`src/rtl/ssbm_pkg.sv`:
```
// package of constants and types for the sensor bus master channel
package ssbm_pkg;
   // ****************************************
   // command and register pointer layout
   // ****************************************
   localparam int          SSBM_PTR_W        = 5;
   localparam logic [2:0]  SSBM_BIT_START    = 3'h7;
   localparam int          SSBM_CMD_RW_BIT   = 7;
   localparam logic [4:0]  SSBM_REG_CTRL     = 5'h00;
   localparam logic [4:0]  SSBM_REG_POLY     = 5'h01;
   localparam logic [4:0]  SSBM_REG_SEED     = 5'h02;
   localparam logic [4:0]  SSBM_REG_CRCLEN   = 5'h03;
   localparam logic [4:0]  SSBM_REG_SPREAD   = 5'h04;
   localparam logic [4:0]  SSBM_REG_DATA_HI  = 5'h05;
   localparam logic [4:0]  SSBM_REG_DATA_LO  = 5'h06;
   localparam logic [4:0]  SSBM_REG_STATUS   = 5'h07;
   localparam logic [4:0]  SSBM_REG_WLEN     = 5'h08;
   // ****************************************
   // reset values and timing
   // ****************************************
   localparam logic [7:0]  SSBM_POLY_RST     = 8'h01;
   localparam logic [7:0]  SSBM_SEED_RST     = 8'h0A;
   localparam logic [3:0]  SSBM_CRCLEN_RST   = 4'h4;
   localparam logic [3:0]  SSBM_SWLEN_RST    = 4'h8;
   localparam logic [4:0]  SSBM_LONG_LEN     = 5'h10;
   localparam int          SSBM_THIRD_DIV    = 4;
   localparam int          SSBM_GAP_THIRDS   = 6;
   localparam int          SSBM_FIFO_DEPTH   = 4;
   // status bit positions
   localparam int          SSBM_ST_TXNF      = 0;
   localparam int          SSBM_ST_TXEMPTY   = 1;
   localparam int          SSBM_ST_RXNE      = 2;
   localparam int          SSBM_ST_CRCERR    = 3;
   // ****************************************
   // state encodings
   // ****************************************
   typedef enum logic [2:0] {
      SSBM_SPI_IDLE      = 3'b001,
      host_command_state = 3'b010,
      SSBM_SPI_BURST     = 3'b100
   } ssbm_spi_t;
   typedef enum logic [5:0] {
      frame_gap_state  = 6'b000001,
      lead_delay_state = 6'b000010,
      bit_phase_state  = 6'b000100,
      rx_store_state   = 6'b001000,
      tx_release_state = 6'b010000,
      SSBM_BUS_SPARE   = 6'b100000
   } ssbm_bus_t;
endpackage

```
`src/rtl/ssbm_channel.sv`:
```
// master channel: host serial port, bus framer, crc and queues
//
// Notes on behaviour
// crc bits appended to every sent word
// received crc recomputed; mismatch sets error flag
// crc error travels with its data read
// received crc bits stripped before storing
// serial and bus domains cross safely
// idle on reset/deselect; write cleared, count 7
// first command bit is the write flag
// last five command bits load pointer
// burst continues until deselect or reset
// config register writes, except word length, abort bus transfer
// data low write pushes transmit queue
// data low access pops nonempty receive queue
// receive push precedes transmit pop
// bus machine on third-bit enable; forced gap
// frame low, one bit delay before data
// bit index loaded with total length
// bit phases: low, data, high
// after crc: store, then release, then gap
// gap counter restarts at last crc bit
// transmit queue holds four entries
// writes ignored while transmit queue full
// reset/abort/disable empties transmit queue
// receive queue four deep, oldest first
`timescale 1ns/1ps
module ssbm_channel
   import ssbm_pkg::*;
#(
   parameter int DEPTH = ssbm_pkg::SSBM_FIFO_DEPTH,
   parameter int DIV   = ssbm_pkg::SSBM_THIRD_DIV
) (
   input  wire logic clk_sys,
   input  wire logic rst,
   input  wire logic spi_sclk,
   input  wire logic spi_cs_n,
   input  wire logic spi_mosi,
   output logic      spi_miso,
   input  wire logic bus_response,
   output logic      bus_signal_line,
   output logic      bus_frame_n,
   output logic      bus_enable,
   output logic      tx_queue_not_full,
   output logic      rx_queue_not_empty,
   output logic      crc_error
);
   import ssbm_pkg::*;

   // ****************************************
   // serial port sampling
   // ****************************************
   // sclk sampled as a level; rising edge found from the live level against the registered copy
   logic       sclk_d_r;
   logic       sclk_rise;
   logic       deselect;
   always_ff @(posedge clk_sys)
   begin
      sclk_d_r <= rst ? 1'b0 : spi_sclk;
   end
   assign sclk_rise = spi_sclk && !sclk_d_r && !spi_cs_n;
   assign deselect  = spi_cs_n;

   // ****************************************
   // serial state machine
   // ****************************************
   ssbm_spi_t  spi_st_r;
   logic [2:0] bitcnt_r;
   logic       write_r;
   logic [4:0] ptr_r;
   logic [6:0] shin_r;
   logic [7:0] shout_r;
   logic [7:0] rx_byte;
   logic       byte_done;
   assign rx_byte   = {shin_r, spi_mosi};
   assign byte_done = sclk_rise && (bitcnt_r == 3'h0);

   // idle on reset or deselect
   always_ff @(posedge clk_sys)
   begin
      if (rst || deselect)
      begin
         spi_st_r <= SSBM_SPI_IDLE;
         write_r  <= 1'b0;
         bitcnt_r <= SSBM_BIT_START;
      end
      else if (sclk_rise)
      begin
         bitcnt_r <= bitcnt_r - 3'h1;
         case (spi_st_r)
            // latch write flag
            SSBM_SPI_IDLE:
            begin
               write_r  <= spi_mosi;
               spi_st_r <= host_command_state;
            end
            host_command_state:
            begin
               if (bitcnt_r == 3'h0)
               begin
                  spi_st_r <= SSBM_SPI_BURST;
               end
            end
            // stay in burst
            SSBM_SPI_BURST: spi_st_r <= SSBM_SPI_BURST;
            default: spi_st_r <= SSBM_SPI_IDLE;
         endcase
      end
   end

   // shift-in register, msb first
   always_ff @(posedge clk_sys)
   begin
      if (rst)
      begin
         shin_r <= 7'h00;
      end
      else if (sclk_rise)
      begin
         shin_r <= rx_byte[6:0];
      end
   end

   // pointer load from command, then step per burst byte
   always_ff @(posedge clk_sys)
   begin
      if (rst)
      begin
         ptr_r <= 5'h00;
      end
      else if (byte_done && spi_st_r == host_command_state)
      begin
         ptr_r <= rx_byte[SSBM_PTR_W-1:0];
      end
      else if (byte_done && spi_st_r == SSBM_SPI_BURST)
      begin
         ptr_r <= ptr_r + 5'h01;
      end
   end

   // ****************************************
   // registers and host side strobes
   // ****************************************
   logic        wr_strobe;
   logic        acc_lo;
   logic        abort;
   logic        enable_r;
   logic        long_word_select;
   logic [3:0]  short_word_length;
   logic [3:0]  check_length;
   logic [7:0]  check_polynomial;
   logic [7:0]  check_initial_value;
   logic [7:0]  spread_r;
   logic [7:0]  data_hi_r;
   logic        tx_push;
   logic        rx_pop;
   logic        tx_full;
   logic        tx_empty;
   logic        rx_empty;
   logic [16:0] rx_head;
   assign wr_strobe = byte_done && spi_st_r == SSBM_SPI_BURST && write_r;
   assign acc_lo    = byte_done && spi_st_r == SSBM_SPI_BURST && ptr_r == SSBM_REG_DATA_LO;

   // config writes abort, except the word length register
   assign abort = wr_strobe && (ptr_r == SSBM_REG_CTRL || ptr_r == SSBM_REG_POLY
                  || ptr_r == SSBM_REG_SEED || ptr_r == SSBM_REG_CRCLEN
                  || ptr_r == SSBM_REG_SPREAD);
   // push only when room
   assign tx_push = wr_strobe && ptr_r == SSBM_REG_DATA_LO && !tx_full;
   // pop on low-byte access
   assign rx_pop  = acc_lo && !rx_empty;

   // configuration registers
   always_ff @(posedge clk_sys)
   begin
      if (rst)
      begin
         enable_r            <= 1'b0;
         long_word_select    <= 1'b0;
         short_word_length   <= SSBM_SWLEN_RST;
         check_length        <= SSBM_CRCLEN_RST;
         check_polynomial    <= SSBM_POLY_RST;
         check_initial_value <= SSBM_SEED_RST;
         spread_r            <= 8'h00;
         data_hi_r           <= 8'h00;
      end
      else if (wr_strobe)
      begin
         case (ptr_r)
            SSBM_REG_CTRL:   {long_word_select, enable_r} <= {rx_byte[1], rx_byte[0]};
            SSBM_REG_POLY:   check_polynomial    <= rx_byte;
            SSBM_REG_SEED:   check_initial_value <= rx_byte;
            SSBM_REG_CRCLEN: check_length        <= rx_byte[3:0];
            SSBM_REG_SPREAD: spread_r            <= rx_byte;
            SSBM_REG_DATA_HI: data_hi_r          <= rx_byte;
            SSBM_REG_WLEN:   short_word_length   <= rx_byte[3:0];
            default:         spread_r            <= spread_r;
         endcase
      end
   end

   // read mux; crc flag of the head entry read with its data
   logic [7:0] rd_val;
   logic [4:0] rd_ptr;
   // pointer register is still stale at command end, so use the fresh field
   assign rd_ptr = (spi_st_r == host_command_state) ? rx_byte[SSBM_PTR_W-1:0]
                                                    : ptr_r + 5'h01;
   always_comb
   begin
      rd_val = 8'h00;
      case (rd_ptr)
         SSBM_REG_CTRL:    rd_val = {6'h00, long_word_select, enable_r};
         SSBM_REG_POLY:    rd_val = check_polynomial;
         SSBM_REG_SEED:    rd_val = check_initial_value;
         SSBM_REG_CRCLEN:  rd_val = {4'h0, check_length};
         SSBM_REG_SPREAD:  rd_val = spread_r;
         SSBM_REG_DATA_HI: rd_val = rx_head[15:8];
         SSBM_REG_DATA_LO: rd_val = rx_head[7:0];
         SSBM_REG_STATUS:  rd_val = {4'h0, rx_head[16] && !rx_empty, !rx_empty,
                                     tx_empty, !tx_full};
         SSBM_REG_WLEN:    rd_val = {4'h0, short_word_length};
         default:          rd_val = 8'h00;
      endcase
   end

   // output shifter, loads next register at each byte end
   always_ff @(posedge clk_sys)
   begin
      if (rst || deselect)
      begin
         shout_r <= 8'h00;
      end
      else if (byte_done)
      begin
         shout_r <= rd_val;
      end
      else if (sclk_rise)
      begin
         shout_r <= {shout_r[6:0], 1'b0};
      end
   end
   assign spi_miso = shout_r[7];

   // ****************************************
   // queues
   // ****************************************
   // both sides run on one clock here and meet through the queues and the config registers
   logic        bus_clear;
   logic        rx_push;
   logic        tx_pop;
   logic [15:0] tx_head;
   logic [16:0] rx_word;
   assign bus_clear = rst || abort || !enable_r;

   // four deep transmit queue, cleared on reset/abort/disable
   ssbm_fifo #(.WIDTH(16), .DEPTH(DEPTH)) u_txq (
      .clk_sys   (clk_sys),
      .clear     (bus_clear),
      .push      (tx_push),
      .push_data ({data_hi_r, rx_byte}),
      .pop       (tx_pop),
      .head_data (tx_head),
      .empty     (tx_empty),
      .full      (tx_full)
   );

   // receive queue, oldest first
   ssbm_fifo #(.WIDTH(17), .DEPTH(DEPTH)) u_rxq (
      .clk_sys   (clk_sys),
      .clear     (rst),
      .push      (rx_push),
      .push_data (rx_word),
      .pop       (rx_pop),
      .head_data (rx_head),
      .empty     (rx_empty),
      .full      ()
   );

   // ****************************************
   // bus framer
   // ****************************************
   // third-bit enable from a divider; limitation: no spreading of the rate
   logic [7:0]  div_r;
   logic        third_en;
   always_ff @(posedge clk_sys)
   begin
      if (rst || div_r == 8'(DIV-1))
      begin
         div_r <= 8'h00;
      end
      else
      begin
         div_r <= div_r + 8'h01;
      end
   end
   assign third_en = (div_r == 8'(DIV-1));

   ssbm_bus_t   bus_st_r;
   logic [1:0]  phase_r;
   logic [4:0]  bit_index_counter;
   logic [4:0]  data_len;
   logic [4:0]  total_len;
   logic [3:0]  gap_r;
   logic [7:0]  crc_tx_r;
   logic [7:0]  crc_rx_r;
   logic [15:0] rx_data_r;
   logic [7:0]  rx_crc_r;
   logic        tx_bit;
   logic        last_bit;
   logic        in_crc;
   logic [7:0]  crc_mask;
   assign data_len  = long_word_select ? SSBM_LONG_LEN : {1'b0, short_word_length};
   assign total_len = data_len + {1'b0, check_length};
   assign in_crc    = bit_index_counter <= {1'b0, check_length};
   assign last_bit  = third_en && bus_st_r == bit_phase_state && phase_r == 2'h2
                      && bit_index_counter == 5'h01;
   assign crc_mask  = 8'((9'h001 << check_length) - 9'h001);
   // data bits msb first, then crc bits msb first
   assign tx_bit = in_crc ? crc_tx_r[3'(bit_index_counter - 5'h01)]
                          : tx_head[4'(bit_index_counter - {1'b0, check_length} - 5'h01)];

   // crc step for one serial bit over a programmable polynomial
   function automatic logic [7:0] crc_step(input logic [7:0] c, input logic b,
                                           input logic [7:0] poly, input logic [3:0] len);
      logic fb;
      fb = c[3'(len - 4'h1)] ^ b;
      crc_step = ((c << 1) ^ (fb ? poly : 8'h00)) & (8'((9'h001 << len) - 9'h001));
   endfunction

   // forced to gap state by clear; stepping on the third enable
   always_ff @(posedge clk_sys)
   begin
      if (bus_clear)
      begin
         bus_st_r          <= frame_gap_state;
         phase_r           <= 2'h0;
         bit_index_counter <= 5'h00;
      end
      else if (third_en)
      begin
         case (bus_st_r)
            // start frame once gap elapsed and data waiting
            frame_gap_state:
            begin
               phase_r <= 2'h0;
               if (!tx_empty && gap_r == 4'h0)
               begin
                  bus_st_r <= lead_delay_state;
               end
            end
            lead_delay_state:
            begin
               phase_r <= phase_r + 2'h1;
               if (phase_r == 2'h2)
               begin
                  phase_r           <= 2'h0;
                  // load total word length
                  bit_index_counter <= total_len;
                  bus_st_r          <= bit_phase_state;
               end
            end
            bit_phase_state:
            begin
               phase_r <= phase_r + 2'h1;
               if (phase_r == 2'h2)
               begin
                  phase_r           <= 2'h0;
                  bit_index_counter <= bit_index_counter - 5'h01;
                  if (bit_index_counter == 5'h01)
                  begin
                     bus_st_r <= rx_store_state;
                  end
               end
            end
            // store then release, then gap
            rx_store_state:   bus_st_r <= tx_release_state;
            tx_release_state: bus_st_r <= frame_gap_state;
            default:          bus_st_r <= frame_gap_state;
         endcase
      end
   end
   assign rx_push = third_en && bus_st_r == rx_store_state;
   assign tx_pop  = third_en && bus_st_r == tx_release_state;

   // gap counter restarts at the end of the last crc bit
   always_ff @(posedge clk_sys)
   begin
      if (rst || last_bit)
      begin
         gap_r <= 4'(SSBM_GAP_THIRDS);
      end
      else if (third_en && gap_r != 4'h0)
      begin
         gap_r <= gap_r - 4'h1;
      end
   end

   // low, data, high thirds; frame low from lead delay to last bit
   always_ff @(posedge clk_sys)
   begin
      if (bus_clear)
      begin
         bus_signal_line <= 1'b1;
         bus_frame_n     <= 1'b1;
      end
      else
      begin
         bus_frame_n <= !(bus_st_r == lead_delay_state || bus_st_r == bit_phase_state);
         if (bus_st_r == bit_phase_state)
         begin
            bus_signal_line <= (phase_r == 2'h2) || (phase_r == 2'h1 && tx_bit);
         end
         else
         begin
            bus_signal_line <= 1'b1;
         end
      end
   end

   // crc over sent data and over received data
   always_ff @(posedge clk_sys)
   begin
      if (bus_clear || (third_en && bus_st_r == lead_delay_state))
      begin
         crc_tx_r  <= check_initial_value & crc_mask;
         crc_rx_r  <= check_initial_value & crc_mask;
         rx_data_r <= 16'h0000;
         rx_crc_r  <= 8'h00;
      end
      else if (third_en && bus_st_r == bit_phase_state && phase_r == 2'h1)
      begin
         if (!in_crc)
         begin
            crc_tx_r  <= crc_step(crc_tx_r, tx_bit, check_polynomial, check_length);
            crc_rx_r  <= crc_step(crc_rx_r, bus_response, check_polynomial, check_length);
            // only data bits enter the data shift register
            rx_data_r <= {rx_data_r[14:0], bus_response};
         end
         else
         begin
            rx_crc_r <= {rx_crc_r[6:0], bus_response};
         end
      end
   end
   // mismatch flag stored beside the data
   assign rx_word = {rx_crc_r != crc_rx_r, rx_data_r};

   // ****************************************
   // status outputs
   // ****************************************
   always_ff @(posedge clk_sys)
   begin
      if (rst)
      begin
         bus_enable         <= 1'b0;
         tx_queue_not_full  <= 1'b1;
         rx_queue_not_empty <= 1'b0;
         crc_error          <= 1'b0;
      end
      else
      begin
         bus_enable         <= enable_r;
         tx_queue_not_full  <= !tx_full;
         rx_queue_not_empty <= !rx_empty;
         crc_error          <= rx_head[16] && !rx_empty;
      end
   end
endmodule

```
`src/rtl/ssbm_fifo.sv`:
```
// small first-in first-out store used for the transmit and receive queues
`timescale 1ns/1ps
module ssbm_fifo #(
   parameter int WIDTH = 16,
   parameter int DEPTH = 4
) (
   input  wire logic             clk_sys,
   input  wire logic             clear,
   input  wire logic             push,
   input  wire logic [WIDTH-1:0] push_data,
   input  wire logic             pop,
   output logic      [WIDTH-1:0] head_data,
   output logic                  empty,
   output logic                  full
);
   localparam int AW = $clog2(DEPTH);
   logic [WIDTH-1:0] mem_r [DEPTH];
   logic [AW-1:0]    wr_r;
   logic [AW-1:0]    rd_r;
   logic [AW:0]      cnt_r;
   logic             do_push;
   logic             do_pop;

   // pushes into a full queue are dropped, pops of an empty one too
   assign do_push   = push && !full;
   assign do_pop    = pop && !empty;
   assign empty     = (cnt_r == '0);
   assign full      = (cnt_r == (AW+1)'(DEPTH));
   assign head_data = mem_r[rd_r];

   // storage array
   always_ff @(posedge clk_sys)
   begin
      if (do_push)
      begin
         mem_r[wr_r] <= push_data;
      end
   end

   // pointers and fill count, clear wins
   always_ff @(posedge clk_sys)
   begin
      if (clear)
      begin
         wr_r  <= '0;
         rd_r  <= '0;
         cnt_r <= '0;
      end
      else
      begin
         if (do_push)
         begin
            wr_r <= (wr_r == AW'(DEPTH-1)) ? '0 : wr_r + 1'b1;
         end
         if (do_pop)
         begin
            rd_r <= (rd_r == AW'(DEPTH-1)) ? '0 : rd_r + 1'b1;
         end
         cnt_r <= cnt_r + (AW+1)'(do_push) - (AW+1)'(do_pop);
      end
   end
endmodule

```
`config.mk`:
```
export PLATFORM = sky130hd
export DESIGN_NAME = ssbm_channel
export DESIGN_NICKNAME = d
export VERILOG_FILES = /design/src/rtl/ssbm_pkg.sv /design/src/rtl/ssbm_channel.sv /design/src/rtl/ssbm_fifo.sv
export SDC_FILE = /design/constraint.sdc
export NUM_CORES = 1
export LEC_CHECK = 0
export BUFFER_PORTS_ARGS = -buffer_cell sky130_fd_sc_hd__buf_4
export CORE_MARGIN = 1.5
export CORE_UTILIZATION = 35
export DETAILED_ROUTE_END_ITERATION = 10
export HOLD_SLACK_MARGIN = 0.05
export SETUP_SLACK_MARGIN = 0.4
export SLEW_MARGIN = 0
export SYNTH_ARGS = -nofsm -noshare
export SYNTH_HDL_FRONTEND = slang
export SYNTH_SLANG_ARGS = --single-unit
```
`constraint.sdc`:
```
create_clock -name clk_sys -period 6.1 [get_ports clk_sys]
set_input_delay 0.61 -clock clk_sys [delete_from_list [all_inputs] [get_ports clk_sys]]
set_output_delay 0.61 -clock clk_sys [all_outputs]
set_load 0.03 [all_outputs]
```
==> results of run 1 <==
==> area by class of cell <==
type | count | area [um^2]
Tap cell | 511 | 639
Timing Repair Buffer | 19 | 143
Sequential cell | 290 | 7290
Fill cell | 3566 | 22800
Clock inverter | 13 | 70.1
Inverter | 37 | 139
Clock buffer | 44 | 896
Multi-Input combinational cell | 752 | 5600
==> synth_stat cells, drive strengths merged (6+ instances only) <==
master,number
nand2,87
xor2,27
nand4,10
a211oi,9
mux2i,76
buf,15
nand3,35
nor3,36
ha,39
mux4,39
and3,12
xnor2,19
a21oi,55
nor2,119
a31oi,8
dfxtp,142
clkbuf,44
or3,12
a221oi,7
a22oi,12
edfxtp,148
inv,37
o21ai,25
nor3b,6
and2,13
nand2b,13
nor2b,14
nor4,8
==> logic make-up after synthesis <==
kind of cell	Yosys count
AOI/OAI and AO/OA	162
xor gates and xnor gates	46
adders and majority gates	43
buffers and inverters	97
DFF	290
muxes	118
and+or+nand+nor	383
==> cells in the final DEF (no fill, tap or decap), types with 12 or more instances in the layout <==
cell / count
edfxtp_1: 148
nand2b_1: 13
xnor2_1: 19
inv_1: 37
clkbuf_16: 32
nor2b_1: 14
mux4_2: 28
nand2_1: 87
nor3_1: 34
a21oi_1: 55
or3_1: 12
nand3_1: 35
ha_1: 39
and3_1: 12
mux2i_1: 75
and2_1: 12
xor2_1: 27
a22oi_1: 12
o21ai_0: 24
dfxtp_1: 142
buf_4: 19
nor2_1: 119
==> power groups by stage <==
| stage | Clock [W] | Sequential [W] | Combinational (W) |
|---|---|---|---|
| after floorplan | 0 | 0.00208 | 0.0000606 |
| after global placement | 0 | 0.00209 | 0.0000795 |
| after detailed placement | 0 | 0.00209 | 0.0000793 |
| after CTS | 0.00183 | 0.00205 | 0.0000797 |
| after global routing | 0.00191 | 0.00205 | 0.0000883 |
| final | 0.00179 | 0.00205 | 0.0000795 |
==> routing by layer <==
layer | global-route usage, % | wire [um]
met1 | 20.7 | 13600
met2 | 26.1 | 14500
met3 | 2.50 | 1300
met4 | 5.82 | 1050
met5 | 0 | 0
==> metrics by stage <==
stage	hold slack, ns	util (%)	total power (W)	setup slack [ns]
2_1_floorplan	0.409	-	0.00215	2.46
4_1_cts	0.242	39.3	0.00395	1.83
3_5_place_dp	0.435	36.7	0.00217	1.81
5_1_grt	0.251	39.3	0.00405	1.38
6_report	0.263	39.3	0.00391	1.83
3_3_place_gp	0.427	36.7	0.00217	1.93
==> worst register-to-register path: cells and delay by family (launching register included) <==
kind                       cells  cell delay, ns
AOI/OAI and AO/OA              4            0.71
adders and majority gates      2            0.80
xor gates and xnor gates       1            0.95
buffers and inverters          2            0.32
and+or+nand+nor                3            0.65
DFF                            1            0.63
==> registers in the layout (all words and copies together), names as in the netlist, 4 cells and up, named ones only <==
name	count
gap_r	4
bus_st_r	5
shout_r	8
check_initial_value	8
rx_data_r	16
check_polynomial	8
bit_index_counter	5
u_rxq.mem_r	68
spread_r	8
crc_tx_r	8
check_length	4
ptr_r	5
crc_rx_r	8
shin_r	7
short_word_length	4
u_txq.mem_r	64
div_r	8
data_hi_r	8
rx_crc_r	8
==> final timing paths <==
path | cells after the start | slack [ns] | endpoint | startpoint
worst max-delay path | 12 | 1.83 | crc_tx_r[3]$_DFFE_PP_ | check_length[0]$_SDFFE_PP0P_
worst min-delay path | 2 | 0.26 | spi_st_r[2]$_SDFFE_PP0P_ | spi_cs_n
worst min register to register | 1 | 0.44 | div_r[0]$_SDFF_PP0_ | div_r[0]$_SDFF_PP0_
worst max register to register | 12 | 1.83 | crc_tx_r[3]$_DFFE_PP_ | check_length[0]$_SDFFE_PP0P_
==> results.yml, run 1 <==
clocking:
  cts.path.max_buffers: 3
  clockRootBuffer: "clkbuf_16"
  cts_buffers: 31
  worstSkewPairLatency_ns: 0.56
  post-cts-setup-buffer-count: 0
  clock_sinks: 290
  htreeDepth: 1
  hold_buffers: 0
  cts_tree: "yes"
  cts_resized: 0
  path_clk_slew_ns: 0.07
global_routing:
  grt_pass1_wl_mm: 48.2
  grt_max_degree: 61
  grt_util_all_layers_pct: 15.7
  grt_pass1_vias: 8412
  antenna_found_initial: 0
  grt_overflow_total: 0
timing:
  tightest_slew_ns: 1.20
  fmax_mhz: 234
  finalMaxSlewViolations: 0
  grt_setup_unrepaired: "false"
  setup_viol: 0
  min_period_ns: 4.27
  slew_headroom_pct: 19.7
  period_share_pct: 70.1
  hold_viol: 0
  clock_skew_ns: 0.0164
  setup_tns_ns: 0
layout:
  area_growth_pct: 10.6
  num_antenna_cells: 0
  final_cell_area_um2: 14800
  instances_no_fill: 1666
  fin_nets: 1180
  drive_gt1_share_pct: 9.87
min_path:
  hp-class: "in -> reg"
synthesis:
  synth_top_family_by_area: "simple AND/OR/NAND/NOR gates"
  synth_compound_area_share_pct: 7.96
  ys_seq_elements: 290
  synth_fa_ha_area_share_pct: 4.25
  yosysTopAreaCell: "edfxtp_1"
  mappedNetlistNets: 1188
  syn_inst: 1139
  synthArstFlopShare_pct: 0
  synth_area_leaders: "edfxtp_1, dfxtp_1, mux2i_1, mux4_2, ha_1"
  synth.area.mux_share_pct: 12.9
  synth_area_per_cell_um2: 11.7
  synthDominantCellAreaShare_pct: 33.3
  synth_top_flop_cell: "edfxtp_1"
  synth_area_um2: 13400
  synth_edf_count: 148
  synth.distinct_cells: 72
  synth-xor-area-share_pct: 3.02
  ys_seq_area_share_pct: 54.6
  ys_warn_count: 0
  yosys.area_share.simple_pct: 13.8
placement:
  placed_cells: 1609
  dp_hpwl_mm: 20.4
  place.gp.congestion: 0.849
  io_buffers: 12
  placed_area_um2: 13800
floorplan:
  io_pins: 13
  core_area_um2: 37600
  die_area_um2: 39300
  row_count: 71
  start_util_pct: 35.5
  chipHeight_um: 198
  die_w_um: 198
critical_path:
  endpoint_kind: "flop"
  crit_path_top_delay_cell: "xnor2_1"
  start_kind: "flop"
  arrival_ns: 4.60
  crit_chain: "inv_1, ha_1, inv_1, fa_1, and2_2, a221oi_1, o21ai_0, o211ai_1, a31oi_2, xnor2_1, nand4_1, and3_1"
  crit_required_ns: 6.42
  crit_type: "reg -> reg"
  path_buf_inv: 2
  slowest_delay_ns: 0.95
  cpLargestDelayFamily: "XOR/XNOR gates"
  cp_common_cell: "inv_1"
  path_max_fanout: 14
route:
  routed_wl_mm: 30.4
  vias_per_cell: 5.25
  detail_route.iter0.violations: 850
  wl_per_cell_um: 18.3
  ant_nets: 0
  drc: 0
  num_vias: 8741
  first_pass_iters: 5
power_and_ir_drop:
  clockPowerShare_pct: 45.6
  pwr-share-seq_pct: 52.3
  p_sw_w: 0.000832
  internal-power_w: 0.00308
  p_leak_nw: 5.07
  power_frac_comb_pct: 2.0
  power_density_nw_per_um2: 265
  ir_drop_mv: 0.189
  p_sw_share_pct: 21.3
flow_run:
  maxCapViolCount: 0
run_status:
  status: "completed"
No activity file was read; power rests on OpenSTA's default activity.
==> run 2: changes to the inputs <==
- clock period: 6.1 -> 3.5 ns (I/O delays scaled with it)
==> results.yml, run 2 (synthesis results as in run 1) <==
critical_path:
  critical_path_depth: 12
  startpoint: "check_length[0]$_SDFFE_PP0P_"
  worstReg2RegEnd: "crc_tx_r[1]$_DFFE_PP_"
  path_max_fanout: 6
  r2r_start: "check_length[0]$_SDFFE_PP0P_"
  cpLargestDelayFamily: "simple AND/OR/NAND/NOR gates"
  endpoint_kind: "flop"
  r2r_cells: 12
  arrival_ns: 3.61
  crit_path_top_delay_cell: "or4_1"
  r2r_setup_slack_ns: 0.21
  crit_required_ns: 3.82
  crit_chain: "clkinv_4, ha_4, inv_2, fa_2, buf_6, nor3b_1, or4_1, a31o_1, a31oi_4, xnor2_4, or3_1, and3_1"
  path_buf_inv: 3
  start_kind: "flop"
  slowest_delay_ns: 0.52
  crit_type: "reg -> reg"
  critPathCapture: "crc_tx_r[1]$_DFFE_PP_"
floorplan:
  die_area_um2: 39300
  chipHeight_um: 198
  die_w_um: 198
  core_area_um2: 37600
  start_util_pct: 35.5
  io_pins: 13
  row_count: 71
timing:
  setup_viol: 0
  finalMaxSlewViolations: 0
  period_share_pct: 93.9
  slew_headroom_pct: 44.4
  grt_setup_unrepaired: "true"
  finalWorstSetupSlack_ns: 0.212
  tightest_slew_ns: 0.811
  min_period_ns: 3.29
  fmax_mhz: 304
  hold_viol: 0
  setup_tns_ns: 0
  clock_skew_ns: 0.0101
clocking:
  worstSkewPairLatency_ns: 0.56
  cts.path.max_buffers: 3
  clock_sinks: 290
  htreeDepth: 1
  cts_buffers: 31
  clockRootBuffer: "clkbuf_16"
  path_clk_slew_ns: 0.06
  cts_tree: "yes"
layout:
  num_antenna_cells: 0
  instances_no_fill: 1718
  reg_top3: "u_rxq.mem_r (68), u_txq.mem_r (64), rx_data_r (16)"
  multi_input_area_um2: 5720
  fin_nets: 1232
  drive_gt1_share_pct: 14.7
  final_cell_mix: "edfxtp_1, dfxtp_1, nor2_1"
  largest_reg_flops: 68
  largest-register: "u_rxq.mem_r"
  fillerInstances: 3555
  layout_commonest_cell: "edfxtp_1"
  sequential_cell_area_um2: 7290
  area_growth_pct: 15.6
  final_cell_area_um2: 15400
route:
  num_vias: 8867
  drc: 0
  wl_met2_mm: 14.8
  dr_wl_met3_mm: 1.43
  routed_wl_mm: 30.7
  drt-met1-wl_mm: 13.8
  top_layer_used: "met4"
  ant_nets: 0
  vias_per_cell: 5.16
  wl_per_cell_um: 17.8
  first_pass_iters: 5
  detail_route.iter0.violations: 622
power_and_ir_drop:
  ir_drop_mv: 0.352
  power_density_nw_per_um2: 467
  p_leak_nw: 5.38
  p_total_w: 0.00721
global_routing:
  grt_util_all_layers_pct: 15.9
  grt_pass1_wl_mm: 48.8
  grt_max_degree: 55
  grt_overflow_total: 0
  grt_pass1_vias: 8648
  antenna_found_initial: 0
flow_run:
  maxCapViolCount: 0
run_status:
  status: "completed"
placement:
  dp_hpwl_mm: 20.6
  place.gp.congestion: 0.829
  placed_area_um2: 14200
  placed_cells: 1648
  dp_slack_ns: 0.106
  io_buffers: 12
min_path:
  hold_path_depth: 3
  hp-class: "in -> reg"
[run 2: cell count changes in the layout (fill, tap and decap cells not counted), sizes merged]
cell,change
clkbuf,-4
clkinvlp,+3
buf,+49
dlygate4sd3,+2
inv,-2
clkinv,-4
bufinv,+7
xnor2,+1
[run 2: worst min path at each step]
stage / from / endpoint
4_1_cts: rst / shin_r[2]$_SDFFE_PP0P_
2_1_floorplan: u_txq.cnt_r[2]$_SDFF_PP0_ / tx_queue_not_full$_SDFF_PP1_
6_report: bus_response / rx_crc_r[0]$_SDFFE_PP0P_
3_3_place_gp: div_r[0]$_SDFF_PP0_ / div_r[0]$_SDFF_PP0_
3_5_place_dp: div_r[0]$_SDFF_PP0_ / div_r[0]$_SDFF_PP0_
5_1_grt: bus_response / rx_data_r[0]$_SDFFE_PP0P_
[run 2: worst min-delay path, delay by kind of cell]
family / cells / cell delay, ns
buffers and inverters: 1 / 0.12
and+or+nand+nor: 1 / 0.07
muxes: 1 / 0.07
[run 2: final cells by class]
cell class	count	share of cell area, %
Timing Repair Buffer	70	3.65
Clock buffer	40	5.31
Inverter	37	0.932
Sequential cell	290	47.2
Tap cell	511	4.14
Multi-Input combinational cell	753	37.0
Clock inverter	17	1.73
[run 2: what timing repair did]
action	4_1_cts	5_1_grt
gates resized for setup	9	10
setup buffers	6	4
endpoints found under the hold margin	5	0
endpoints found under the setup margin	10	68
cloned	1	0
pin swaps	9	10
hold buffers	2	0
[run 2: report_power, final]
part	internal (W)	leakage (nW)	switching, W	total, W
combinational	0.0000494	2.42	0.0000978	0.000147
clock	0.00216	0.519	0.00134	0.00350
sequential	0.00355	2.45	0.0000150	0.00357
[run 2: metal layers]
metal / up-vias / track usage, %
met5: - / 0
met4: 0 / 4.10
met3: 46 / 2.59
met2: 198 / 26.5
met1: 4362 / 21.4
li1: 4261 / -
[run 2: per-stage QoR]
| step | util, % | hold WS [ns] |
|---|---|---|
| after global placement | 37.7 | 0.426 |
| after floorplan | - | 0.409 |
| after global routing | 41.1 | 0.0908 |
| final | 41.1 | 0.0958 |
| after detailed placement | 37.7 | 0.437 |
| after CTS | 40.9 | 0.0691 |
